`src/pkg/dsc_pkg.sv`:
```
// Package for the dispenser start control block: register map, fields, timing
package dsc_pkg;
    localparam int unsigned CLK_HZ        = 125_000_000;
    localparam int unsigned TICK_US       = 1000;
    localparam int unsigned TICK_CYCLES   = CLK_HZ / 1_000_000 * TICK_US;
    localparam int unsigned DEBOUNCE_MAX_MS = 100;
    localparam int unsigned DELAY_MAX_CS  = 999;
    localparam int unsigned CS_TICKS      = 10;

    localparam logic [7:0] ADDR_MODE      = 8'h00;
    localparam logic [7:0] ADDR_IN_POL    = 8'h04;
    localparam logic [7:0] ADDR_OUT_POL   = 8'h08;
    localparam logic [7:0] ADDR_TIMING    = 8'h0c;
    localparam logic [7:0] ADDR_SENSOR    = 8'h10;
    localparam logic [7:0] ADDR_JOB       = 8'h14;
    localparam logic [7:0] ADDR_STATUS    = 8'h18;
    localparam logic [7:0] ADDR_EVENT     = 8'h1c;
    localparam logic [7:0] ADDR_HOST_IO   = 8'h20;

    localparam logic [31:0] MODE_RESET    = 32'h0000_0000;
    localparam logic [15:0] IN_POL_RESET  = 16'h5555;
    localparam logic [7:0]  OUT_POL_RESET = 8'hff;
    localparam logic [1:0]  AXI_OKAY      = 2'h0;
    localparam logic [1:0]  AXI_DECERR    = 2'h3;

    typedef enum logic [2:0] {
        DSC_OFF        = 3'h0,
        DSC_STATIC     = 3'h1,
        DSC_STATIC_C   = 3'h2,
        DSC_DYNAMIC    = 3'h3,
        DSC_DYNAMIC_C  = 3'h4,
        DSC_SENSOR     = 3'h5,
        DSC_SENSOR_C   = 3'h6
    } dsc_mode_e;

    // Per-input polarity: 2 bits per line
    typedef enum logic [1:0] {
        IN_LOW      = 2'h0,
        IN_HIGH     = 2'h1,
        IN_DISABLED = 2'h2,
        IN_HOST     = 2'h3
    } dsc_inpol_e;

    typedef struct packed {
        logic       valid;
        logic [7:0] in_state;
        logic [7:0] out_state;
    } dsc_event_s;
endpackage

```
`src/design/dsc_top.sv`:
```
// Dispenser start control: start input conditioning, job sequencing, AXI4-Lite registers
`timescale 1ns/1ns
module dsc_top
    import dsc_pkg::*;
#(
    parameter int unsigned TICK_CYC = TICK_CYCLES
) (
    // Clock and reset
    input  wire logic        mclk,
    input  wire logic        rst_n,
    // AXI4-Lite slave
    input  wire logic [7:0]  s_axi_awaddr,
    input  wire logic        s_axi_awvalid,
    output logic             s_axi_awready,
    input  wire logic [31:0] s_axi_wdata,
    input  wire logic [3:0]  s_axi_wstrb,
    input  wire logic        s_axi_wvalid,
    output logic             s_axi_wready,
    output logic [1:0]       s_axi_bresp,
    output logic             s_axi_bvalid,
    input  wire logic        s_axi_bready,
    input  wire logic [7:0]  s_axi_araddr,
    input  wire logic        s_axi_arvalid,
    output logic             s_axi_arready,
    output logic [31:0]      s_axi_rdata,
    output logic [1:0]       s_axi_rresp,
    output logic             s_axi_rvalid,
    input  wire logic        s_axi_rready,
    // Control pins and photocell
    input  wire logic [7:0]  start_in,
    input  wire logic [7:0]  sensor_level,
    output logic [7:0]       ctrl_out,
    // Print engine
    input  wire logic        engine_waiting,
    input  wire logic        engine_busy,
    input  wire logic        label_done,
    input  wire logic        host_data,
    output logic             print_label,
    output logic             backfeed
);
    // Control registers
    logic [2:0]  mode;
    logic        report_en;
    logic        latch_en;
    logic [15:0] in_pol;
    logic [7:0]  out_pol;
    logic [7:0]  out_host;
    logic [7:0]  in_host;
    logic [6:0]  debounce_ms;
    logic [9:0]  delay_cs;
    logic [7:0]  threshold;
    logic [15:0] label_target;
    logic        order_active;
    logic [15:0] label_count;
    dsc_event_s  evt;
    // Bus strobes read ahead of the bus logic
    logic        wr_job;
    logic        rd_evt;
    logic        w_strb_ok;

    // Pin synchronisers
    logic [7:0] in_s1, in_s2;
    logic [7:0] lvl_s1, lvl_s2;
    always_ff @(posedge mclk) begin
        in_s1  <= start_in;
        in_s2  <= in_s1;
        lvl_s1 <= sensor_level;
        lvl_s2 <= lvl_s1;
    end

    // Millisecond tick
    logic [31:0] tick_cnt;
    wire         tick_ms = (tick_cnt == TICK_CYC - 1);
    always_ff @(posedge mclk) begin
        if (!rst_n || tick_ms) tick_cnt <= '0;
        else                   tick_cnt <= tick_cnt + 32'h1;
    end

    // Per-line active level
    function automatic logic line_active(input logic [1:0] pol, input logic pin,
                                         input logic host);
        unique case (dsc_inpol_e'(pol))
            IN_LOW:      line_active = ~pin;
            IN_HIGH:     line_active = pin;
            IN_DISABLED: line_active = 1'b0;
            IN_HOST:     line_active = host;
        endcase
    endfunction

    logic [7:0] in_act;
    always_comb begin
        for (int i = 0; i < 8; i++) begin
            in_act[i] = line_active(in_pol[2*i +: 2], in_s2[i], in_host[i]);
        end
    end

    wire io_mode     = (mode >= DSC_STATIC) && (mode <= DSC_DYNAMIC_C);
    wire sensor_mode = (mode == DSC_SENSOR) || (mode == DSC_SENSOR_C);
    wire dyn_mode    = (mode == DSC_DYNAMIC) || (mode == DSC_DYNAMIC_C);
    wire cont_mode   = (mode == DSC_STATIC_C) || (mode == DSC_DYNAMIC_C)
                       || (mode == DSC_SENSOR_C);
    // Line 0 is the start input; the line is ignored outside I/O modes
    wire raw_start   = io_mode ? in_act[0] : 1'b0;
    wire label_seen  = (lvl_s2 >= threshold);
    // Photocell only drives starts in sensor modes; elsewhere threshold only sets the label_seen status bit
    wire start_src   = sensor_mode ? ~label_seen : raw_start;

    // Debounce: level must hold for the full time before acceptance
    logic       deb_level;
    logic [6:0] deb_cnt;
    wire        deb_diff = (start_src != deb_level);
    wire        deb_done = deb_diff && (deb_cnt >= debounce_ms);
    always_ff @(posedge mclk) begin
        if (!rst_n) begin
            deb_level <= 1'b0;
            deb_cnt   <= '0;
        end else if (!deb_diff) begin
            deb_cnt   <= '0;
        end else if (deb_done) begin
            deb_level <= start_src;
            deb_cnt   <= '0;
        end else if (tick_ms) begin
            deb_cnt   <= deb_cnt + 7'h1;
        end
    end
    wire accept_rise = deb_done && start_src;
    // Dynamic mode fires on either edge; static and sensor on the active edge
    wire accept_evt  = dyn_mode ? deb_done : accept_rise;

    // Start delay in centiseconds, begun at acceptance
    logic       dly_run;
    logic [9:0] dly_cs;
    logic [3:0] dly_ms;
    wire        dly_fire = dly_run && (dly_cs >= delay_cs);
    always_ff @(posedge mclk) begin
        if (!rst_n) begin
            dly_run <= 1'b0;
            dly_cs  <= '0;
            dly_ms  <= '0;
        end else if (accept_evt && !dly_run) begin
            dly_run <= 1'b1;
            dly_cs  <= '0;
            dly_ms  <= '0;
        end else if (dly_fire) begin
            dly_run <= 1'b0;
        end else if (dly_run && tick_ms) begin
            if (dly_ms == 4'(CS_TICKS - 1)) begin
                dly_ms <= '0;
                dly_cs <= dly_cs + 10'h1;
            end else begin
                dly_ms <= dly_ms + 4'h1;
            end
        end
    end

    // Ready: order open, engine waiting, nothing in flight
    wire ready     = order_active && engine_waiting && !engine_busy && !print_label;
    wire req_now   = dly_fire && ready;
    // Start during printing is stored only with latching on; else dropped
    logic pend;
    wire  store    = dly_fire && !ready && engine_busy && latch_en;
    wire  static_go = (mode == DSC_STATIC || mode == DSC_STATIC_C)
                      && deb_level && ready;
    wire  go       = (mode != DSC_OFF) && (req_now || (pend && ready) || static_go);
    wire  at_count = (label_count + 16'h1 >= label_target);
    logic data_seen;

    always_ff @(posedge mclk) begin
        if (!rst_n) begin
            pend         <= 1'b0;
            print_label  <= 1'b0;
            backfeed     <= 1'b0;
            label_count  <= '0;
            order_active <= 1'b0;
            data_seen    <= 1'b0;
        end else begin
            print_label <= go;
            backfeed    <= label_done && dyn_mode;
            if (store)          pend <= 1'b1;
            else if (go)        pend <= 1'b0;
            if (host_data)      data_seen <= 1'b1;
            if (wr_job) begin
                order_active <= 1'b1;
                label_count  <= '0;
                data_seen    <= 1'b0;
            end else if (go) begin
                label_count <= label_count + 16'h1;
                // Continuous: new data keeps the order alive past the count
                if (at_count && !(cont_mode && (data_seen || host_data))) begin
                    order_active <= 1'b0;
                end else if (at_count) begin
                    label_count <= '0;
                    data_seen   <= 1'b0;
                end
            end
        end
    end

    // Outputs: line 0 is ready, others follow host bits
    logic [7:0] out_act;
    assign out_act = {out_host[7:1], ready};
    always_ff @(posedge mclk) begin
        if (!rst_n) ctrl_out <= '0;
        else        ctrl_out <= (out_act ~^ out_pol);
    end

    // I/O change reporting
    logic [7:0] last_in;
    always_ff @(posedge mclk) begin
        if (!rst_n) begin
            last_in <= '0;
            evt     <= '0;
        end else begin
            last_in <= in_s2;
            if (report_en && ((in_s2 != last_in) || (ctrl_out != evt.out_state))) begin
                evt <= '{valid: 1'b1, in_state: in_s2, out_state: ctrl_out};
            end else if (rd_evt) begin
                evt.valid <= 1'b0;
            end
        end
    end

    // AXI4-Lite write path
    logic        aw_hold, w_hold;
    logic [7:0]  aw_addr;
    logic [31:0] w_data;
    wire  wr_fire = aw_hold && w_hold && !s_axi_bvalid;
    wire  wr_map  = (aw_addr <= ADDR_HOST_IO) && (aw_addr[1:0] == 2'h0);
    assign wr_job = wr_fire && (aw_addr == ADDR_JOB) && w_strb_ok;
    always_ff @(posedge mclk) begin
        if (!rst_n) begin
            aw_hold <= 1'b0;
            w_hold  <= 1'b0;
            aw_addr <= '0;
            w_data  <= '0;
            w_strb_ok <= 1'b0;
            s_axi_bvalid <= 1'b0;
            s_axi_bresp  <= AXI_OKAY;
        end else begin
            if (s_axi_awvalid && s_axi_awready) begin
                aw_hold <= 1'b1;
                aw_addr <= s_axi_awaddr;
            end
            if (s_axi_wvalid && s_axi_wready) begin
                w_hold    <= 1'b1;
                w_data    <= s_axi_wdata;
                w_strb_ok <= &s_axi_wstrb;
            end
            if (wr_fire) begin
                aw_hold      <= 1'b0;
                w_hold       <= 1'b0;
                s_axi_bvalid <= 1'b1;
                s_axi_bresp  <= wr_map ? AXI_OKAY : AXI_DECERR;
            end else if (s_axi_bready) begin
                s_axi_bvalid <= 1'b0;
            end
        end
    end
    assign s_axi_awready = !aw_hold;
    assign s_axi_wready  = !w_hold;

    // Register stores; partial strobes are ignored to keep fields coherent
    wire wr_ok = wr_fire && w_strb_ok;
    always_ff @(posedge mclk) begin
        if (!rst_n) begin
            mode <= MODE_RESET[2:0];  report_en <= 1'b0;  latch_en <= 1'b0;
            in_pol <= IN_POL_RESET;   out_pol <= OUT_POL_RESET;
            out_host <= '0;           in_host <= '0;
            debounce_ms <= '0;        delay_cs <= '0;
            threshold <= '0;          label_target <= 16'h1;
        end else if (wr_ok) begin
            unique case (aw_addr)
                ADDR_MODE: begin
                    mode      <= w_data[2:0];
                    report_en <= w_data[4];
                    latch_en  <= w_data[5];
                end
                ADDR_IN_POL:  in_pol  <= w_data[15:0];
                ADDR_OUT_POL: out_pol <= w_data[7:0];
                ADDR_TIMING: begin
                    // Clamp to the legal ranges
                    debounce_ms <= (w_data[6:0] > 7'(DEBOUNCE_MAX_MS))
                                   ? 7'(DEBOUNCE_MAX_MS) : w_data[6:0];
                    delay_cs    <= (w_data[25:16] > 10'(DELAY_MAX_CS))
                                   ? 10'(DELAY_MAX_CS) : w_data[25:16];
                end
                ADDR_SENSOR:  threshold    <= w_data[7:0];
                ADDR_JOB:     label_target <= w_data[15:0];
                ADDR_HOST_IO: begin
                    in_host  <= w_data[7:0];
                    out_host <= w_data[15:8];
                end
                default: ;
            endcase
        end
    end

    // AXI4-Lite read path
    wire  rd_take = s_axi_arvalid && s_axi_arready;
    assign rd_evt = rd_take && (s_axi_araddr == ADDR_EVENT);
    logic [31:0] rd_mux;
    logic        rd_hit;
    always_comb begin
        rd_hit = 1'b1;
        unique case (s_axi_araddr)
            ADDR_MODE:    rd_mux = {26'h0, latch_en, report_en, 1'b0, mode};
            ADDR_IN_POL:  rd_mux = {16'h0, in_pol};
            ADDR_OUT_POL: rd_mux = {24'h0, out_pol};
            ADDR_TIMING:  rd_mux = {6'h0, delay_cs, 9'h0, debounce_ms};
            ADDR_SENSOR:  rd_mux = {15'h0, label_seen, lvl_s2, threshold};
            ADDR_JOB:     rd_mux = {label_count, label_target};
            ADDR_STATUS:  rd_mux = {28'h0, pend, deb_level, order_active, ready};
            ADDR_EVENT:   rd_mux = {15'h0, evt.valid, evt.out_state, evt.in_state};
            ADDR_HOST_IO: rd_mux = {16'h0, out_host, in_host};
            default: begin
                rd_mux = '0;
                rd_hit = 1'b0;
            end
        endcase
    end
    always_ff @(posedge mclk) begin
        if (!rst_n) begin
            s_axi_rvalid <= 1'b0;
            s_axi_rdata  <= '0;
            s_axi_rresp  <= AXI_OKAY;
        end else if (rd_take) begin
            s_axi_rvalid <= 1'b1;
            s_axi_rdata  <= rd_mux;
            s_axi_rresp  <= rd_hit ? AXI_OKAY : AXI_DECERR;
        end else if (s_axi_rready) begin
            s_axi_rvalid <= 1'b0;
        end
    end
    assign s_axi_arready = !s_axi_rvalid;
endmodule

```
`config.mk`:
```
export PLATFORM = sky130hd
export DESIGN_NAME = dsc_top
export DESIGN_NICKNAME = d
export VERILOG_FILES = /design/src/pkg/dsc_pkg.sv /design/src/design/dsc_top.sv
export SDC_FILE = /design/constraint.sdc
export NUM_CORES = 1
export LEC_CHECK = 0
export ABC_AREA = 0
export BUFFER_PORTS_ARGS = -buffer_cell sky130_fd_sc_hd__buf_2
export CAP_MARGIN = 20
export CORE_MARGIN = 2
export CORE_UTILIZATION = 35
export CTS_CLUSTER_DIAMETER = 80
export CTS_CLUSTER_SIZE = 30
export DETAILED_ROUTE_END_ITERATION = 7
export GPL_TIMING_DRIVEN = 1
export PLACE_DENSITY = 0.52
export SETUP_SLACK_MARGIN = 0.05
export SLEW_MARGIN = 20
export SYNTH_ARGS = -nofsm -noshare
export SYNTH_HDL_FRONTEND = slang
export SYNTH_SLANG_ARGS = --single-unit
```
`constraint.sdc`:
```
create_clock -name mclk -period 5.5 [get_ports mclk]
set_input_delay 0.55 -clock mclk [delete_from_list [all_inputs] [get_ports mclk]]
set_output_delay 0.55 -clock mclk [all_outputs]
set_load 0.05 [all_outputs]
```
==> out/qor.yml, run 1 <==
hold_violations: 0
fin_crit_sh: 0.777
reg2reg_depth: 14
port_buffers: 123
synth.most_common_cell: "dfxtp_1"
synth_ff_type: "dfxtp_1"
rsz0062_at_grt: "no"
ir_drop_uv: 150
syn_avg_cell_area_um2: 8.76
holdCritPathClass: "in2reg"
final-setup-viol-count: 0
synth-edff-count: 0
rows: 72
grt.met2_usage: 0.291
die_y_um: 202
r2r_setup_slack_ns: 1.23
synth_seq_area_share: 0.438
grt_max_degree: 100
fin_ws_ns: 1.23
grt_pass1_vias: 10277
clockBufferDepth: 3
die_area_mm2: 0.0408
wl_per_cell_um: 17.8
place_congestion: 0.838
postSynth.asyncResetShare: 0
gr-max-usage-layer: "met2"
root_buffer: "clkbuf_16"
p_sw_frac: 0.254
nNetsFinal: 1754
drc: 0
pwr-share-comb: 0.049
grt_pass1_wl_um: 59800
arrival_ns: 4.71
pin_count: 130
power_density_mw_per_mm2: 269
synth_common_cells: "dfxtp_1 (300), nand2_1 (277), nor2_1 (91)"
clk_latency_ns: 0.54
cts_max_level: 1
reg2reg_to: "label_count[7]"
die_x_um: 202
min_to: "lvl_s1[0]"
clockPowerShare: 0.407
relSlewSlack: 0.351
path_max_fanout: 11
synth_seq_cells: 300
synth_top_area_cell: "dfxtp_1"
use_met3: 0.0293
grt.total_usage: 0.185
finClkSkew_ns: 0.0389
net-switching-power_mw: 1.05
cts_hold_buf: 0
cts.clk_slew.worst_paths_ns: 0.11
p_seq_frac: 0.544
synth_nets: 1689
ys_warn_count: 0
cts.sinks: 300
cts_buffers: 19
status: "complete, no violations"
dr.pass1.iters: 5
first_iter_violations: 712
worst_pin_slew_ns: 0.974
required_ns: 5.94
place_ws_ns: 1.21
synthTopCellsByArea: "dfxtp_1 (44%), nand2_1 (7.6%), mux2i_1 (4.8%)"
syn2layout_area_growth_pct: 12.2
vias_per_cell: 5.05
final_layout_size_suffix_gt1_frac: 0.120
drv_slew: 0
min_period_ns: 4.27
n_fill_cell: 3918
leakagePower_nw: 5.90
clock.fmax_mhz: 234
cts_resized: 0
reg2reg_from: "label_count[0]"
timing.max_cap.violations: 0
synth_area_mm2: 0.0137
drtAntennaViolNets: 0
vias: 10918
synth_top_area_frac: 0.438
cp-start-kind: "register"
p_int_mw: 3.09
critPathKind: "reg2reg"
min_path_cells: 1
start_util: 0.355
fin_tns_setup_ns: 0
grt_overflow: 0
hpwlAfterDp_um: 28100
synth_cell_types: 84
cts_tree: "done"
grtUsageMet1: 0.268
endpoint_kind: "register"
post-cts-setup-buffers: 0
grt_antenna_before_repair: 2
core-area_mm2: 0.0386
hold_start: "sensor_level[0]"
syn_inst: 1565
drt_wl_total_um: 38400
==> worst max-delay path, cell delays in order, from the launching register on <==
cell	delay, ns
dfxtp_1	0.46
ha_1	0.30
and3_1	0.25
nand4_1	0.22
or3_1	0.42
xnor2_1	0.19
inv_1	0.06
ha_1	0.28
nand2_1	0.06
o21bai_1	0.08
a2111oi_0	0.40
a31oi_2	0.32
nand2_1	0.44
nand3b_1	0.41
o31ai_1	0.30
==> sequential cells by signal (all words and copies together), names as in the netlist, 10 cells and up <==
register and count:
s_axi_rdata 32, tick_cnt 32, w_data 26, evt 17
in_pol 16, label_count 16, label_target 16, delay_cs 10
dly_cs 10
==> metrics by stage <==
| stage | hold slack (ns) | power [mW] | cells | util | instance area (um2) |
|---|---|---|---|---|---|
| floorplan | 0.310 | 2.42 | 1565 | - | 13700 |
| global placement | 0.312 | 2.51 | 2126 | 0.379 | 14700 |
| detailed placement | 0.312 | 2.51 | 2126 | 0.379 | 14700 |
| CTS | 0.0710 | 4.20 | 2158 | 0.397 | 15400 |
| global route | 0.0676 | 4.31 | 2159 | 0.398 | 15400 |
| finish | 0.0929 | 4.14 | 2161 | 0.398 | 15400 |
==> kinds of logic after synthesis <==
kind of cell | synth area share
AND/OR/NAND/NOR | 0.235
flip-flops | 0.438
AO/OA/AOI/OAI | 0.141
buffers and inverters | 0.0446
XOR/XNOR | 0.0498
multiplexers | 0.0506
adder cells (fa/ha/maj) | 0.0411
==> cell usage in the layout, fill, tap and decap left out, types with 45 or more instances in the layout <==
| master | instances |
|---|---|
| nand2_1 | 276 |
| buf_2 | 122 |
| nor2b_1 | 64 |
| mux2i_1 | 66 |
| nor2_1 | 91 |
| xnor2_1 | 50 |
| inv_1 | 62 |
| dfxtp_1 | 300 |
| nand3_1 | 51 |
| ha_1 | 45 |
| o21ai_0 | 52 |
| a21boi_0 | 81 |
==> power by group through the flow <==
stage,clock [mW],combinational (mW),sequential [mW]
after global routing,1.82,0.225,2.26
final,1.68,0.204,2.25
after detailed placement,0,0.204,2.30
after global placement,0,0.202,2.30
after CTS,1.74,0.204,2.25
after floorplan,0,0.136,2.28
==> how the worst max path moves through the flow <==
stage | from | to | slack (ns) | depth (start not counted)
floorplan | label_count[0] | label_count[4] | 2.27 | 14
global placement | label_count[0] | label_count[4] | 1.29 | 14
detailed placement | label_count[0] | label_count[7] | 1.21 | 14
CTS | label_count[0] | label_count[7] | 1.21 | 14
global route | label_count[0] | label_count[4] | 0.71 | 14
finish | label_count[0] | label_count[7] | 1.23 | 14
==> layer usage <==
metal,vias up,wire [um]
met5,-,0
met4,0,441
met3,34,2010
met2,257,17100
met1,5145,18900
li1,5482,-
==> area by class of cell <==
type,instances,area [um2],share of cell area
Antenna cell,2,5.00,0.000325
Clock buffer,20,489,0.0318
Clock inverter,12,216,0.0141
Inverter,62,233,0.0151
Multi-Input combinational cell,1118,7120,0.463
Sequential cell,300,6010,0.390
Tap cell,518,648,0.0421
Timing Repair Buffer,129,671,0.0436
(Power assumes the default switching activity.)
==> run 2: changes to the inputs <==
- clock period: 5.5 -> 4.3 ns (I/O delays scaled with it)
==> out/qor.yml, run 2 (synthesis results as in run 1) <==
final_layout_size_suffix_gt1_frac: 0.125
leakagePower_nw: 6.02
clock.fmax_mhz: 276
p_int_mw: 3.99
vias_per_cell: 5.02
drv_slew: 0
fin_tns_setup_ns: 0
final_common_cell: "dfxtp_1"
r2r_setup_slack_ns: 0.68
die_y_um: 202
critPathSlowestCell: "dfxtp_1"
hpwlAfterDp_um: 28500
status: "complete, no violations"
wl_per_cell_um: 17.8
hold_ws_ns: 0.123
dp.cells: 2134
core-area_mm2: 0.0386
crit_chain: "ha_1 -> and3_1 -> nand4_1 -> or3_1 -> xnor2_1 -> inv_1 -> ha_1 -> nand2_1 -> o21bai_1 -> a2111oi_0 -> a31oi_2 -> buf_4 -> a211oi_1 -> o21ai_1 -> o31ai_1"
post_dp_cell_area_mm2: 0.0147
finalPower_mw: 5.41
postLayoutCellArea_mm2: 0.0157
critPathKind: "reg2reg"
cts_tree: "done"
die_x_um: 202
clockPowerShare: 0.416
required_ns: 4.76
cts_max_level: 1
power_density_mw_per_mm2: 345
min_path_cells: 3
relSlewSlack: 0.407
reg2reg_depth: 15
fin_ws_ns: 0.678
start_util: 0.355
endpoint_kind: "register"
rsz0062_at_grt: "no"
final_cell_mix: "dfxtp_1 (300), nand2_1 (275), buf_2 (122)"
cts.sinks: 300
hold_violations: 0
clk_latency_ns: 0.56
utilization: 0.405
cp_top_family: "compound AO/OA/AOI/OAI gates"
cpMostUsedCell: "ha_1"
reg2reg_to: "label_count[4]"
largestRegisters: "s_axi_rdata: 32 flops, tick_cnt: 32 flops, w_data: 26 flops"
path_max_fanout: 8
clockBufferDepth: 3
hold_start: "s_axi_wdata[3]"
ir_drop_uv: 242
nNetsFinal: 1778
cts.clk_slew.worst_paths_ns: 0.10
cts_buffers: 20
grt_max_degree: 65
net-switching-power_mw: 1.42
arrival_ns: 4.09
p_seq_frac: 0.533
drc: 0
grt.total_usage: 0.190
timing.max_cap.violations: 0
fin_crit_sh: 0.842
vias: 10978
holdCritPathClass: "in2reg"
rows: 72
min_period_ns: 3.62
root_buffer: "clkbuf_16"
port_buffers: 123
drtAntennaViolNets: 0
min_to: "w_data[3]"
die_area_mm2: 0.0408
cpPeakStageDelay_ns: 0.47
grt_pass1_wl_um: 60800
worst_pin_slew_ns: 0.890
pwr-share-comb: 0.050
grt_pass1_vias: 10387
dr.pass1.iters: 5
final-setup-viol-count: 0
place_ws_ns: 0.686
grt_antenna_before_repair: 3
path_buf_inv: 2
syn2layout_area_growth_pct: 14.1
p_sw_frac: 0.263
finClkSkew_ns: 0.0382
first_iter_violations: 713
fin_cells: 2189
drt_wl_total_um: 38900
place_congestion: 0.860
cp-start-kind: "register"
grt_overflow: 0
pin_count: 130
reg2reg_from: "label_count[0]"
[run 2: cell count changes in the layout (fill, tap and decap cells not counted), moves of 2 or more]
cell           delta
dlygate4sd3_1    +16
clkinv_8          +2
inv_6             +3
clkinv_2          -2
clkbuf_16         +2
buf_4             +8
[run 2: worst max path at each step]
| stage | to | start | cells past startpoint |
|---|---|---|---|
| after global routing | label_count[4] | label_count[0] | 15 |
| after global placement | label_count[10] | label_count[0] | 15 |
| after CTS | label_count[4] | label_count[0] | 15 |
| final | label_count[4] | label_count[0] | 15 |
| after detailed placement | label_count[4] | label_count[0] | 15 |
| after floorplan | label_count[4] | label_count[0] | 14 |
[run 2: area by class of cell]
type,instances,area (um2)
fillers,3947,23000
multi-input cells,1118,7120
flip-flops and latches,300,6010
repair buffers,152,876
well taps,518,648
clock buffers,22,529
clock inverters,14,233
inverters,62,233
diodes,3,7.51
[run 2: what timing repair did]
action,in CTS,in global routing
resized for setup,0,0
hold buffers,16,0
setup buffers,0,0
endpoints found under the hold margin,16,0
[run 2: power by group through the flow]
stage                     logic, mW  clock network (mW)  registers (mW)
after floorplan               0.174                   0            2.92
after global placement        0.261                   0            2.95
after detailed placement      0.264                   0            2.95
after CTS                     0.276                2.33            2.88
after global routing          0.302                2.43            2.89
final                         0.273                2.25            2.88
[run 2: layer usage]
layer	share of wire	up-vias	track usage
met3	0.058	28	0.0293
met2	0.44	267	0.294
li1	-	5547	-
met5	0	-	0
met1	0.49	5136	0.276
met4	0.015	0	0.0420
[run 2: tightest hold or removal path: stages]
cell and delay (ns):
buf_2 0.10, nand2_1 0.04, a21boi_0 0.06
==> run 3: changes to the inputs <==
- PLACE_DENSITY: 0.52 -> 0.54
- clock period: 4.3 -> 2.9 ns (I/O delays scaled with it)
==> out/qor.yml, run 3 (synthesis results as in run 1) <==
grt_overflow: 0
grt_antenna_before_repair: 0
port_buffers: 123
reg2reg_from: "label_count[1]"
drt_wl_total_um: 39400
hpwlAfterDp_um: 28700
hold_ws_ns: 0.0123
syn2layout_area_growth_pct: 21.5
cts_tree: "done"
cts_max_level: 1
vias_per_cell: 5.02
final_cell_mix: "dfxtp_1 (294), nand2_1 (274), buf_2 (122)"
place_congestion: 0.875
start_util: 0.355
nNetsFinal: 1869
root_buffer: "clkbuf_16"
post_dp_cell_area_mm2: 0.0152
grt.total_usage: 0.191
finClkSkew_ns: 0.0228
diodes: 0
die_y_um: 202
largestRegisters: "s_axi_rdata: 32 flops, tick_cnt: 32 flops, w_data: 26 flops"
drv_slew: 0
clk_latency_ns: 0.54
hold_violations: 0
violations: "negative setup slack"
cpMostUsedCell: "ha_4"
min_to: "w_data[16]"
postLayoutCellArea_mm2: 0.0167
reg2reg_to: "label_count[4]"
status: "finished, violations left"
final_common_cell: "dfxtp_1"
fin_ws_ns: -0.177
arrival_ns: 3.52
final_layout_size_suffix_gt1_frac: 0.181
rsz0062_at_grt: "yes"
ir_drop_uv: 328
grt_max_degree: 155
worst_pin_slew_ns: 0.940
die_x_um: 202
cpPeakStageDelay_ns: 0.41
drtAntennaViolNets: 0
cts.sinks: 300
vias: 11436
die_area_mm2: 0.0408
pin_count: 130
holdCritPathClass: "in2reg"
drc: 0
rows: 72
required_ns: 3.34
endpoint_kind: "register"
first_iter_violations: 715
hold_start: "s_axi_wdata[16]"
cp-start-kind: "register"
grt_pass1_vias: 10869
min_path_cells: 3
timing.max_cap.violations: 0
grt_pass1_wl_um: 62200
leakagePower_nw: 6.54
power_density_mw_per_mm2: 485
relSlewSlack: 0.372
critPathSlowestCell: "or3_1"
critPathKind: "reg2reg"
fin_crit_sh: 1.06
final-setup-viol-count: 17
cts_buffers: 21
crit_chain: "ha_4 -> and3_4 -> nand4_1 -> or3_1 -> xnor2_2 -> inv_1 -> ha_4 -> nand2_4 -> o21bai_4 -> a2111oi_4 -> a31oi_4 -> nand2_2 -> nand3b_1 -> buf_6 -> o31ai_2"
dr.pass1.iters: 5
clockBufferDepth: 3
wl_per_cell_um: 17.3
core-area_mm2: 0.0386
clock.fmax_mhz: 325
r2r_setup_slack_ns: -0.18
reg2reg_depth: 15
min_period_ns: 3.08
path_max_fanout: 5
cts.clk_slew.worst_paths_ns: 0.10
run 3: timing repair:
action,in CTS,in global routing
buffers inserted,3,5
cloned,1,0
resized for setup,29,24
hold buffers,36,0
pin swaps,16,21
setup endpoints to repair,18,18
hold endpoints to repair,35,0
run 3: report_power, final:
part / switching, mW / internal, mW
Clock: 1.74 / 1.63
Sequential: 0.0834 / 4.18
Combinational: 0.251 / 0.187
Total: 2.08 / 6.01
run 3: layout make-up:
cell class / count / area, um2
clock buffer: 21 / 526
clock inverter: 16 / 243
fill: 3845 / 22000
inverter: 62 / 233
multi-input combinational: 1118 / 7370
sequential: 300 / 6020
tap: 518 / 648
timing repair buffer: 242 / 1630
run 3: per-stage QoR:
step	cells	setup slack [ns]	power (mW)	TNS, ns	utilization
after CTS	2272	-0.109	8.19	-0.447	0.428
after global placement	2195	-0.265	4.76	-3.31	0.394
after global routing	2277	-0.336	8.39	-4.24	0.431
final	2277	-0.177	8.08	-1.30	0.431
after floorplan	1565	-0.158	4.59	-1.12	-
after detailed placement	2195	-0.310	4.76	-4.26	0.394
run 3: how the worst max path moves through the flow:
stage | startpoint | endpoint | slack (ns) | cells past startpoint
after floorplan | label_count[0] | label_count[4] | -0.16 | 14
after global placement | label_count[1] | label_count[11] | -0.27 | 15
after detailed placement | label_count[1] | label_count[4] | -0.31 | 15
after CTS | label_count[1] | label_count[4] | -0.11 | 15
after global routing | label_count[1] | label_count[4] | -0.34 | 15
final | label_count[1] | label_count[4] | -0.18 | 15
run 3: routing by layer:
metal | share of wire | global-route usage | vias to the layer above
li1 | - | - | 5706
met1 | 0.48 | 0.273 | 5427
met2 | 0.45 | 0.308 | 271
met3 | 0.067 | 0.0311 | 32
met4 | 0.011 | 0.0273 | 0
met5 | 0 | 0 | -
run 3: worst max-delay path: cells and delay by family (launching register included):
kind	cells	cell delay (ns)
compound gates	4	0.76
xor+xnor	1	0.16
simple gates	6	1.08
flops	1	0.37
buf+inv	2	0.27
fa+ha+maj	2	0.36
